$ cat config.mk
export PLATFORM = sky130hd
export DESIGN_NAME = dpio_top
export DESIGN_NICKNAME = d
export VERILOG_FILES = /design/src/logic/dpio_pkg.sv /design/src/logic/dpio_sync.sv /design/src/logic/dpio_pin_drive.sv /design/src/logic/dpio_top.sv
export SDC_FILE = /design/constraint.sdc
export NUM_CORES = 1
export LEC_CHECK = 0
export BUFFER_PORTS_ARGS = -buffer_cell sky130_fd_sc_hd__buf_2
export CORE_MARGIN = 2
export CORE_UTILIZATION = 36
export DETAILED_ROUTE_END_ITERATION = 10
export PLACE_DENSITY = 0.61
export SLEW_MARGIN = 5
export SYNTH_ARGS = -nofsm -noshare
export SYNTH_HDL_FRONTEND = slang
export SYNTH_SLANG_ARGS = --single-unit
$ cat constraint.sdc
create_clock -name clk_sys_i -period 3.9 [get_ports clk_sys_i]
set_input_delay 0.195 -clock clk_sys_i [delete_from_list [all_inputs] [get_ports clk_sys_i]]
set_output_delay 0.195 -clock clk_sys_i [all_outputs]
set_load 0.01 [all_outputs]
$ cat src/logic/dpio_pkg.sv
// Shared constants and carrier types for the dual port I/O block with timer pins.
`default_nettype none
package dpio_pkg;

   ////////////////////////////////////////////////////////////////////////////
   // Register bus geometry.
   localparam int ADDR_W = 4;
   localparam int DATA_W = 8;
   localparam int PORT_W = 8;

   ////////////////////////////////////////////////////////////////////////////
   // Register offsets; the direction registers share their slot with pin levels.
   localparam logic [ADDR_W-1:0] OFS_PORT_E_DIR_PIN   = 4'h0;
   localparam logic [ADDR_W-1:0] OFS_PORT_F_DIR_PIN   = 4'h1;
   localparam logic [ADDR_W-1:0] OFS_PORT_E_OUT_VALUE = 4'h2;
   localparam logic [ADDR_W-1:0] OFS_PORT_F_OUT_VALUE = 4'h3;
   localparam logic [ADDR_W-1:0] OFS_PORT_E_DRV_TYPE  = 4'h4;
   localparam logic [ADDR_W-1:0] OFS_PORT_F_DRV_TYPE  = 4'h5;
   localparam logic [ADDR_W-1:0] OFS_TIMER_PIN_SELECT = 4'h6;

   ////////////////////////////////////////////////////////////////////////////
   // Field positions inside the timer pin select register.
   localparam int POS_TIMER_X_PIN_SELECT = 0;
   localparam int POS_TIMER_Y_PIN_SELECT = 1;

   ////////////////////////////////////////////////////////////////////////////
   // Port F bit positions of the shared timer functions.
   localparam int POS_TIMER_A_EXT_IN      = 0;
   localparam int POS_TIMER_B_EXT_IN      = 1;
   localparam int POS_TIMER_A_COMPARE_OUT = 2;
   localparam int POS_TIMER_B_COMPARE_OUT = 3;
   localparam int POS_TIMER_X_EXT_IN      = 4;
   localparam int POS_TIMER_Y_EXT_IN      = 5;
   localparam int POS_TIMER_X_COMPARE_OUT = 6;
   localparam int POS_TIMER_Y_COMPARE_OUT = 7;

   ////////////////////////////////////////////////////////////////////////////
   // Values after reset.
   localparam logic [PORT_W-1:0] RST_DIRECTION   = 8'h00;
   localparam logic [PORT_W-1:0] RST_OUT_VALUE   = 8'h00;
   localparam logic [PORT_W-1:0] RST_DRIVE_TYPE  = 8'h00;
   localparam logic [1:0]        RST_PIN_SELECT  = 2'h0;
   localparam logic [DATA_W-1:0] RST_READ_DATA   = 8'h00;
   localparam logic [DATA_W-1:0] UNMAPPED_READ   = 8'h00;

   ////////////////////////////////////////////////////////////////////////////
   // Carrier types.
   typedef struct packed {
      logic [ADDR_W-1:0] addr;
      logic [DATA_W-1:0] wdata;
      logic              wr;
      logic              rd;
   } dpio_bus_req_t;

   typedef struct packed {
      logic [PORT_W-1:0] nch_on;
      logic [PORT_W-1:0] pch_on;
      logic [PORT_W-1:0] pin_out;
      logic [PORT_W-1:0] pin_oe;
   } dpio_drive_t;

   typedef struct packed {
      logic       timer_a_compare_out;
      logic       timer_b_compare_out;
      logic       timer_x_compare_out;
      logic       timer_y_compare_out;
      logic [3:0] timer_a_compare_output_select;
      logic [3:0] timer_b_compare_output_select;
      logic [3:0] timer_x_compare_output_select;
      logic [3:0] timer_y_compare_output_select;
   } dpio_timer_in_t;

   typedef struct packed {
      logic timer_a_ext_in;
      logic timer_b_ext_in;
      logic timer_x_ext_in;
      logic timer_y_ext_in;
   } dpio_timer_ext_t;

endpackage
`default_nettype wire

$ cat src/logic/dpio_sync.sv
// Two-stage synchroniser for the eight levels of one port's pins.
`timescale 1ns/100ps
`default_nettype none
module dpio_sync
   import dpio_pkg::*;
(
   input  wire logic              clk_sys_i,
   input  wire logic [PORT_W-1:0] pin_i,
   output logic      [PORT_W-1:0] level_o
);

   typedef struct packed {
      logic [PORT_W-1:0] stage1;
      logic [PORT_W-1:0] stage2;
   } dpio_sync_state_t;

   dpio_sync_state_t state_reg;
   dpio_sync_state_t state_next;

   // The first stage feeds only the second stage.
   always_comb begin
      state_next.stage1 = pin_i;
      state_next.stage2 = state_reg.stage1;
   end

   // No reset here on purpose: the stages follow the pins from the first edges.
   always_ff @(posedge clk_sys_i) begin
      state_reg <= state_next;
   end

   assign level_o = state_reg.stage2;

endmodule
`default_nettype wire

$ cat src/logic/dpio_pin_drive.sv
// Per-pin driver decode from direction, output value and drive type.
`timescale 1ns/100ps
`default_nettype none
module dpio_pin_drive
   import dpio_pkg::*;
(
   input  wire logic [PORT_W-1:0] direction_i,
   input  wire logic [PORT_W-1:0] value_i,
   input  wire logic [PORT_W-1:0] drive_type_i,
   output dpio_pkg::dpio_drive_t  drive_o
);

   // Each bit is decoded on its own; input pins leave both drivers off.
   always_comb begin
      // [RL12] n-channel on for driven zero.
      drive_o.nch_on  = direction_i & ~value_i;
      // [RL9] open drain kills p-channel.
      drive_o.pch_on  = direction_i & value_i & ~drive_type_i;
      drive_o.pin_out = value_i;
      // [RL10] only output pins drive.
      drive_o.pin_oe  = drive_o.nch_on | drive_o.pch_on;
   end

endmodule
`default_nettype wire

$ cat src/logic/dpio_top.sv
// Two 8-bit general purpose ports with pin readback, drive type and timer pin sharing.
//
// The address map and the plain strobed port were decided locally.
`timescale 1ns/100ps
`default_nettype none

////////////////////////////////////////////////////////////////////////////////
// Contract
// [RL1] Pin level read returns sampled pin states.
// [RL2] Pin level shares address with direction register.
// [RL3] Pin level has no fixed reset value.
// [RL4] F7 carries timer Y compare when selected.
// [RL5] F6 carries timer X compare when selected.
// [RL6] F3, F2 carry timer B, A compare.
// [RL7] F5, F4 feed timer Y, X inputs.
// [RL8] F1, F0 always feed timer B, A.
// [RL9] Drive type: zero CMOS, one open drain.
// [RL10] Drive type acts on outputs, per bit.
// [RL11] Timer-driven pins keep their drive type.
// [RL12] Zero uses n-channel; one per drive type.
// [RL13] Direction bits write-only, zero is input.
// [RL14] Output value always read/write, resets zero.
module dpio_top
   import dpio_pkg::*;
(
   input  wire logic                    clk_sys_i,
   input  wire logic                    rst_i,
   input  wire dpio_pkg::dpio_bus_req_t bus_i,
   output logic      [DATA_W-1:0]       rdata_o,
   input  wire logic [PORT_W-1:0]       port_e_pin_i,
   input  wire logic [PORT_W-1:0]       port_f_pin_i,
   output dpio_pkg::dpio_drive_t        port_e_drive_o,
   output dpio_pkg::dpio_drive_t        port_f_drive_o,
   input  wire dpio_pkg::dpio_timer_in_t timer_i,
   output dpio_pkg::dpio_timer_ext_t    timer_ext_o
);

   ////////////////////////////////////////////////////////////////////////////
   // Register map, one byte per slot.
   //   Slot 0: port E direction on write, port E pin levels on read.
   //   Slot 1: port F direction on write, port F pin levels on read.
   //   Slot 2: port E output value, read and write.
   //   Slot 3: port F output value, read and write.
   //   Slot 4: port E drive type, one bit per pin, set for open drain.
   //   Slot 5: port F drive type, one bit per pin, set for open drain.
   //   Slot 6: timer pin gates, bit 0 for timer X and bit 1 for timer Y.
   // Every other slot reads as zero and ignores writes.

   ////////////////////////////////////////////////////////////////////////////
   // State of the block, registered as one record.
   typedef struct packed {
      logic [PORT_W-1:0] port_e_direction;
      logic [PORT_W-1:0] port_f_direction;
      logic [PORT_W-1:0] port_e_output_value;
      logic [PORT_W-1:0] port_f_output_value;
      logic [PORT_W-1:0] port_e_drive_type;
      logic [PORT_W-1:0] port_f_drive_type;
      logic              timer_x_pin_select;
      logic              timer_y_pin_select;
      logic [DATA_W-1:0] rdata;
      dpio_drive_t       port_e_drive;
      dpio_drive_t       port_f_drive;
      dpio_timer_ext_t   timer_ext;
   } dpio_state_t;

   dpio_state_t state_reg;
   dpio_state_t state_next;

   ////////////////////////////////////////////////////////////////////////////
   // Helper functions.

   // A compare output owns its pin when its select gate is open and any
   // output select bit is set; an all-zero field hands the pin back.
   // Timers without a pin gate of their own pass a gate tied high.
   function automatic logic timer_owns_pin(input logic gate, input logic [3:0] select);
      timer_owns_pin = gate & (|select);
   endfunction

   // Write strobe decode for one register address; all slots share it, so
   // they agree on how strobe and address combine.
   function automatic logic write_hit(input dpio_bus_req_t req, input logic [ADDR_W-1:0] ofs);
      write_hit = req.wr & (req.addr == ofs);
   endfunction

   ////////////////////////////////////////////////////////////////////////////
   // Pin synchronisers; every pin comes from outside the clock domain.
   // The two stages cost two cycles on every pin read, the price of never
   // handing a metastable level to software or to a timer input.
   // The stages have no reset, so the first reads after power-up show the
   // pins as they stand rather than a fixed value.
   logic [PORT_W-1:0] port_e_pin_level;
   logic [PORT_W-1:0] port_f_pin_level;

   // [RL3] Levels follow the pins.
   dpio_sync u_sync_e (
      .clk_sys_i (clk_sys_i),
      .pin_i     (port_e_pin_i),
      .level_o   (port_e_pin_level)
   );

   dpio_sync u_sync_f (
      .clk_sys_i (clk_sys_i),
      .pin_i     (port_f_pin_i),
      .level_o   (port_f_pin_level)
   );

   ////////////////////////////////////////////////////////////////////////////
   // Timer takeover of port F pins.
   // The timer signals come from logic on this clock and need no
   // synchroniser. A timer that clears its output select hands the pin
   // back to the direction and output value registers.
   logic              take_y;
   logic              take_x;
   logic              take_b;
   logic              take_a;
   logic [PORT_W-1:0] port_f_take;
   logic [PORT_W-1:0] port_f_timer_value;
   logic [PORT_W-1:0] port_f_eff_direction;
   logic [PORT_W-1:0] port_f_eff_value;

   // [RL4] Timer Y on F7.
   assign take_y = timer_owns_pin(state_reg.timer_y_pin_select,
                                  timer_i.timer_y_compare_output_select);
   // [RL5] Timer X on F6.
   assign take_x = timer_owns_pin(state_reg.timer_x_pin_select,
                                  timer_i.timer_x_compare_output_select);
   // Timers A and B have no pin gate; only the output select decides.
   // [RL6] Timers B, A ungated.
   assign take_b = timer_owns_pin(1'b1, timer_i.timer_b_compare_output_select);
   assign take_a = timer_owns_pin(1'b1, timer_i.timer_a_compare_output_select);

   // Collect the takeover flags and compare levels at their pin positions.
   // Bits that no timer can own stay zero in both masks.
   always_comb begin
      port_f_take = 8'h00;
      port_f_timer_value = 8'h00;
      port_f_take[POS_TIMER_Y_COMPARE_OUT] = take_y;
      port_f_take[POS_TIMER_X_COMPARE_OUT] = take_x;
      port_f_take[POS_TIMER_B_COMPARE_OUT] = take_b;
      port_f_take[POS_TIMER_A_COMPARE_OUT] = take_a;
      port_f_timer_value[POS_TIMER_Y_COMPARE_OUT] = timer_i.timer_y_compare_out;
      port_f_timer_value[POS_TIMER_X_COMPARE_OUT] = timer_i.timer_x_compare_out;
      port_f_timer_value[POS_TIMER_B_COMPARE_OUT] = timer_i.timer_b_compare_out;
      port_f_timer_value[POS_TIMER_A_COMPARE_OUT] = timer_i.timer_a_compare_out;
   end

   // A timer-owned pin is an output whatever its direction bit says.
   // The output value register keeps its contents meanwhile, and its value
   // returns to the pin once the timer lets go.
   assign port_f_eff_direction = state_reg.port_f_direction | port_f_take;
   assign port_f_eff_value = (port_f_take & port_f_timer_value)
                           | (~port_f_take & state_reg.port_f_output_value);

   ////////////////////////////////////////////////////////////////////////////
   // Driver decode for both ports.
   dpio_drive_t port_e_drive_comb;
   dpio_drive_t port_f_drive_comb;

   // Port E shares no pin with a timer, so its registers feed the decode.
   // [RL10] Per-bit output gating.
   // [RL12] Driver follows value.
   dpio_pin_drive u_drive_e (
      .direction_i  (state_reg.port_e_direction),
      .value_i      (state_reg.port_e_output_value),
      .drive_type_i (state_reg.port_e_drive_type),
      .drive_o      (port_e_drive_comb)
   );

   // [RL11] Timer pins use drive type.
   dpio_pin_drive u_drive_f (
      .direction_i  (port_f_eff_direction),
      .value_i      (port_f_eff_value),
      .drive_type_i (state_reg.port_f_drive_type),
      .drive_o      (port_f_drive_comb)
   );

   ////////////////////////////////////////////////////////////////////////////
   // Next-state logic: register writes, read data and registered pin outputs.
   always_comb begin
      state_next = state_reg;
      // Only one strobe comes in a cycle, so the write decodes never
      // compete; a read in the cycle after a write already sees the new
      // register value.

      // [RL2] Shared slot writes direction.
      if (write_hit(bus_i, OFS_PORT_E_DIR_PIN)) begin
         state_next.port_e_direction = bus_i.wdata;
      end
      if (write_hit(bus_i, OFS_PORT_F_DIR_PIN)) begin
         state_next.port_f_direction = bus_i.wdata;
      end

      // [RL14] Output value always writable.
      if (write_hit(bus_i, OFS_PORT_E_OUT_VALUE)) begin
         state_next.port_e_output_value = bus_i.wdata;
      end
      if (write_hit(bus_i, OFS_PORT_F_OUT_VALUE)) begin
         state_next.port_f_output_value = bus_i.wdata;
      end

      // A new drive type applies to a pin that a timer owns as well.
      // [RL9] Drive type per bit.
      if (write_hit(bus_i, OFS_PORT_E_DRV_TYPE)) begin
         state_next.port_e_drive_type = bus_i.wdata;
      end
      if (write_hit(bus_i, OFS_PORT_F_DRV_TYPE)) begin
         state_next.port_f_drive_type = bus_i.wdata;
      end

      // Timer pin gates; the upper bits of this slot are not stored.
      // Software reads zeros back from the dropped bits.
      if (write_hit(bus_i, OFS_TIMER_PIN_SELECT)) begin
         state_next.timer_x_pin_select = bus_i.wdata[POS_TIMER_X_PIN_SELECT];
         state_next.timer_y_pin_select = bus_i.wdata[POS_TIMER_Y_PIN_SELECT];
      end

      // The direction registers cannot be read back, as their slots return
      // pin levels; software that needs them keeps its own copy.
      // Read data lives for exactly one cycle after the read strobe.
      state_next.rdata = RST_READ_DATA;
      if (bus_i.rd) begin
         case (bus_i.addr)
            // [RL1] Read returns pin levels.
            OFS_PORT_E_DIR_PIN: begin
               state_next.rdata = port_e_pin_level;
            end
            OFS_PORT_F_DIR_PIN: begin
               state_next.rdata = port_f_pin_level;
            end
            // [RL14] Output value reads back.
            OFS_PORT_E_OUT_VALUE: begin
               state_next.rdata = state_reg.port_e_output_value;
            end
            OFS_PORT_F_OUT_VALUE: begin
               state_next.rdata = state_reg.port_f_output_value;
            end
            OFS_PORT_E_DRV_TYPE: begin
               state_next.rdata = state_reg.port_e_drive_type;
            end
            OFS_PORT_F_DRV_TYPE: begin
               state_next.rdata = state_reg.port_f_drive_type;
            end
            // Upper bits of the pin gate slot read as zero.
            OFS_TIMER_PIN_SELECT: begin
               state_next.rdata = 8'h00;
               state_next.rdata[POS_TIMER_X_PIN_SELECT] = state_reg.timer_x_pin_select;
               state_next.rdata[POS_TIMER_Y_PIN_SELECT] = state_reg.timer_y_pin_select;
            end
            // Unmapped slots answer zero rather than stale data.
            default: begin
               state_next.rdata = UNMAPPED_READ;
            end
         endcase
      end

      // Pin drivers are registered so the pads see glitch-free controls.
      state_next.port_e_drive = port_e_drive_comb;
      state_next.port_f_drive = port_f_drive_comb;

      // A gated timer input reads zero while its pin select is clear, so a
      // timer X or Y never counts edges on a pin that software uses as plain I/O.
      // [RL7] F5, F4 gated inputs.
      state_next.timer_ext.timer_y_ext_in = state_reg.timer_y_pin_select
                                          & port_f_pin_level[POS_TIMER_Y_EXT_IN];
      state_next.timer_ext.timer_x_ext_in = state_reg.timer_x_pin_select
                                          & port_f_pin_level[POS_TIMER_X_EXT_IN];
      // [RL8] F1, F0 always feed.
      state_next.timer_ext.timer_b_ext_in = port_f_pin_level[POS_TIMER_B_EXT_IN];
      state_next.timer_ext.timer_a_ext_in = port_f_pin_level[POS_TIMER_A_EXT_IN];
   end

   ////////////////////////////////////////////////////////////////////////////
   // State register; every control bit has a constant reset value.
   // The synchroniser stages live in their own module and stay out of
   // this reset on purpose; a reset must never fake a pin level.
   always_ff @(posedge clk_sys_i or posedge rst_i) begin
      if (rst_i) begin
         // [RL13] Directions reset to input.
         state_reg.port_e_direction    <= RST_DIRECTION;
         state_reg.port_f_direction    <= RST_DIRECTION;
         state_reg.port_e_output_value <= RST_OUT_VALUE;
         state_reg.port_f_output_value <= RST_OUT_VALUE;
         state_reg.port_e_drive_type   <= RST_DRIVE_TYPE;
         state_reg.port_f_drive_type   <= RST_DRIVE_TYPE;
         state_reg.timer_x_pin_select  <= RST_PIN_SELECT[POS_TIMER_X_PIN_SELECT];
         state_reg.timer_y_pin_select  <= RST_PIN_SELECT[POS_TIMER_Y_PIN_SELECT];
         state_reg.rdata               <= RST_READ_DATA;
         // Pin controls start with every driver off, so no pin is driven
         // before software asks for it.
         state_reg.port_e_drive        <= '0;
         state_reg.port_f_drive        <= '0;
         state_reg.timer_ext           <= '0;
      end else begin
         state_reg <= state_next;
      end
   end

   ////////////////////////////////////////////////////////////////////////////
   // Outputs, all straight from the state register.
   // A register write therefore reaches the pads one cycle after the
   // register itself changes.
   assign rdata_o        = state_reg.rdata;
   assign port_e_drive_o = state_reg.port_e_drive;
   assign port_f_drive_o = state_reg.port_f_drive;
   assign timer_ext_o    = state_reg.timer_ext;

endmodule
`default_nettype wire

* Yosys cells after proc, flatten, opt, wreduce, memory -nomap -nowiden
Cells that the tools add are included.
Storage, ports and cells: register bits after elaboration 158, input bits 52, output and inout port bits 76, word-level logic and storage cells 66
Cells by class: equal/unequal tests 6, multiplexer cells 2, bitwise logic cells 28, reduce and logical (&&, ||, !) cells 5
Operator list (number):
- $and A8 B8 Y8 | 8
- $pmux W8 S7 | 1
- $not A8 Y8 | 5
- $or A8 B8 Y8 | 4
- $reduce_or A4 Y1 | 4
- $eq A4 B3 Y1 const B | 3
- $and A1 B1 Y1 | 11
- $eq A4 B2 Y1 const B | 2
- $mux W8 | 1
- $eq A4 B1 Y1 const B | 1
- $logic_not A4 Y1 | 1

* Longest topological paths before layout
depth after elaboration 8, gate-level depth with buffers 5, mapped depth without buffers 3

* Cells and area by module
Synthesis repeated with hierarchy kept, for this count alone.
Second synthesis, totals: cells, all modules 451, area total of the unflattened synthesis 6223.5 µm²
By module, submodules not included:
- dpio_top | instances 1, cells an instance 355, area each 5102.4 µm², sequential area each 3153.0 µm²
- dpio_sync | instances 2, cells an instance 16, area each 320.3 µm², sequential area each 320.3 µm²
- dpio_pin_drive | instances 2, cells an instance 32, area each 240.2 µm², sequential area each 0.0 µm²

* Worst setup path before layout
No wires, ideal clock.
path type input to register, start point in bus_i[12] (netlist bit), end point reg state_reg[100] (netlist bit), setup time 0.125 ns, data arrival time 1.236 ns, data required time 3.775 ns, path slack 2.539 ns, stages 5, buffers on the path 2, cell sequence buf_4 > nor3b_4 > and3_1 > buf_2 > mux2_2
On the way: longest elaborated chain between the ends 2
Ends and longest elaborated chain:
- start, declared | RTL line dpio_top.sv:28 | input wire dpio_pkg::dpio_bus_req_t bus_i,
- $eq A4 B2 Y1 | RTL line dpio_top.sv:82 | write_hit = req.wr & (req.addr == ofs);
- $and A1 B1 Y1 | RTL line dpio_top.sv:82
- end signal, assigned | RTL line dpio_top.sv:294 | state_reg <= state_next;
- end, declared | RTL line dpio_top.sv:66 | dpio_state_t state_reg;
Every way passes these cells. A chain may end at the register's enable or synchronous reset.

* Worst setup path after layout
start point in bus_i[10] (netlist bit), end point reg state_reg[85] (netlist bit)
On the way: longest elaborated chain between the ends 2
Ends and longest elaborated chain (RTL line):
- $eq A4 B3 Y1 | dpio_top.sv:82
- $and A1 B1 Y1 | dpio_top.sv:82
Every way passes these cells.

==> metrics.txt <==
status finished, final reports clean; Post-Syn Area per Cell 13.03 sq um; Setup-failing EPs final 0; dpl ws 1.982 ns; pwr dens just under 600 mW/mm^2; Die Width 135.4 microns; All-Layer GR Usage 0.1491; Max IR drop VDD around 0.31 mV; Psw between 1 and 1.5 mW; R2R cell count 3; Placer Congestion between 0.7 and 0.8; RSZ-0062 raised after global routing no; initial DRC count 150; top cells by area, synth dfrtp_1 51%, mux2_2 11%, dfxtp_1 10%, buf_4 9.4%, and3b_1 1.7%; Worst setup endpoint state_reg[85]; DRT antenna net count 0; first-pass GRT wire length 20380 microns; Synth Cell Area 0.006216 sq mm; Worst Path Required roughly 4.2 ns; Gate power share 0.142; final setup margin 2.397 ns; final worst clock skew ~0.0094 ns; final wirelength around 13000 microns; CTS tree yes; height of the die around 140 microns; via density per instance 4.626; Worst-path clk slew 0.06 ns; CTS resizes 0; Hold Path Class input pin to flip-flop; number of global-route vias before repair 3849; final hold violation count 0; reg-to-reg slack, setup 2.54 ns; kind of end point of the critical path flip-flop; fmax 0.6653 GHz; I/O Buffers 127; sw frac 0.2766; sequential area share after synthesis 0.6103; clock latency on the worst-skew pair between 0.4 and 0.5 ns; fin util 0.4251; dpl cell area 0.006511 sq mm; cell taking the most area after synthesis dfrtp_1; initial antenna violation count 0; die area 0.01833 sq mm; GRT overflow 0; clock sinks 158; clock share of power 0.368; Synth async-reset ratio 0.7975; WL/cell 16.47 microns; nets 606; area grow syn2layout 17.07%; H-tree levels 4; fraction of layout cells with a size suffix above 1 0.4074; Worst Path Class, Setup input pin to flip-flop; CP Max Fanout 36; root buf cell clkbuf_16; CTS Buffer Depth 2; total CTS buffers 17; WP data arrival 1.81 ns; core region area 0.01712 sq mm; Worst slew margin 0.5450; Post-synth EDFFs 0; Reg power frac 0.490; P_leak between 3 and 4 nW; drt first pass iters 5; TNS Setup 0 ns; Final Instance Area ~0.0073 sq mm; I/O pins 128; Synthesis Warnings 0; Fillers between 1500 and 2000; R2R Path Start state_reg[77]; Synth cell types 43; pin count of the biggest net entering global routing 58; share of the synthesized area in the top cell type 0.5072; max reg flops 50; total of max-cap violations 0; FP Rows 48; period utilisation layout 0.3854; fin. max-slew vios 0; Vias around 3700; worst-margin pin slew 0.6826 ns; Worst Setup SP bus_i[10]; FF-to-FF End port_f_drive_o[6]; fin crit period roughly 1.5 ns; Worst Hold Launch timer_i[16]; Initial Utilization 0.3632; Worst setup SP type input pin; antenna cells 0; predominant post-synthesis flop cell dfrtp_1; internal power 3.135 mW; synthesis-stage register bit count 158; post-DP HPWL 9123 microns; Synthesized Nets 529; Synth Instances 477; # DRC 0
## routing by layer
layer  wire (microns)  vias to the layer above  track usage  part of all wire
met5                0                        -            0                 0
met4              239                        0      0.06539             0.018
met3              818                       20      0.04452             0.063
met2             6192                      132       0.2355              0.47
met1             5797                     1781       0.1905              0.44
li1                 -                     1731            -                 -
## cells by family (layout without fill, tap and decap cells)
kind of cell | Yosys count | count (layout) | share of synthesized area
buf+inv | 91 | 181 | 0.1035
simple gates | 113 | 113 | 0.1133
mux | 63 | 63 | 0.1167
flops | 158 | 158 | 0.6103
compound gates | 52 | 52 | 0.05616
## through the flow
| step | std cells | power [mW] | hold WS, ns |
|---|---|---|---|
| 2_1_floorplan | 477 | 2.654 | 0.2227 |
| 3_3_place_gp | 741 | 2.738 | 0.2978 |
| 3_5_place_dp | 741 | 2.769 | 0.2986 |
| 4_1_cts | 792 | 4.390 | 0.004023 |
| 5_1_grt | 792 | 4.553 | 0.005684 |
| 6_report | 792 | 4.334 | 0.01523 |
## critical path, stage by stage
cell and delay [ns]:
buf_2 0.47, nand2b_1 0.20, nor2_2 0.51, mux2_2 0.40
## Yosys cell counts (2+ instances only)
cell type  number
or4_4           2
nand3_1         6
nor3b_1         4
a21o_1          3
o41a_1          2
mux2_2         58
and3_1          3
nor2_1         19
nand3b_1       12
a31oi_1         8
buf_2           7
o21ai_0        12
nand2b_1        5
nor2b_1        14
a21oi_2         2
nand2_1        22
a21oi_1         7
mux2i_1         2
a32oi_1         2
buf_4          78
clkbuf_1        5
nor4_1          2
and2_1          2
dfxtp_1        32
a21boi_0       12
o41ai_1         2
dfrtp_1       126
and3b_1        12
mux2_4          2
## layout by cell type (no fill, tap or decap), types with 3 or more instances in the layout
cell           count
and3b_1           12
clkbuf_16         17
inv_6              7
and3_1             3
mux2_2            58
o21ai_0           12
nor3b_1            4
dlygate4sd3_1     19
nand2_1           22
a21o_1             3
a21oi_1            7
a21boi_0          12
nand2b_1           5
dfxtp_1           32
nand3b_1          12
buf_2            127
dfrtp_1          126
nand3_1            6
nor2b_1           14
a31oi_1            8
nor2_1            19
## area by class of cell
class                      count  area (sq um)  area share
inverter                       1         6.256   0.0008597
clock inverter                15         150.1     0.02063
multi-input combinational    228          1779      0.2445
sequential                   158          3794      0.5213
clock buffer                  17         425.4     0.05846
tap                          225         281.5     0.03869
timing repair buffer         148         840.8      0.1155
## repair_timing
item,CTS,global route
hold endpoints to repair,73,0
setup buffers,0,0
hold buffers,19,0
endpoints found under the setup margin,0,0
## worst min-delay path by stage
stage / endpoint / slack [ns] / cells past startpoint
global route: port_f_drive_o[26] / 0.006 / 2
global placement: u_sync_f.state_next[0] / 0.30 / 1
floorplan: u_sync_e.state_next[0] / 0.22 / 0
detailed placement: u_sync_f.state_next[5] / 0.30 / 1
CTS: port_f_drive_o[26] / 0.004 / 2
finish: port_f_drive_o[31] / 0.02 / 2
## power by group through the flow
| stage | Sequential [mW] | Combinational (mW) | Clock (mW) |
|---|---|---|---|
| 2_1_floorplan | 2.07 | 0.582 | 0 |
| 3_3_place_gp | 2.15 | 0.588 | 0 |
| 3_5_place_dp | 2.16 | 0.610 | 0 |
| 4_1_cts | 2.13 | 0.626 | 1.63 |
| 5_1_grt | 2.17 | 0.677 | 1.71 |
| 6_report | 2.12 | 0.617 | 1.59 |
No activity file was read; power rests on OpenSTA's default activity.
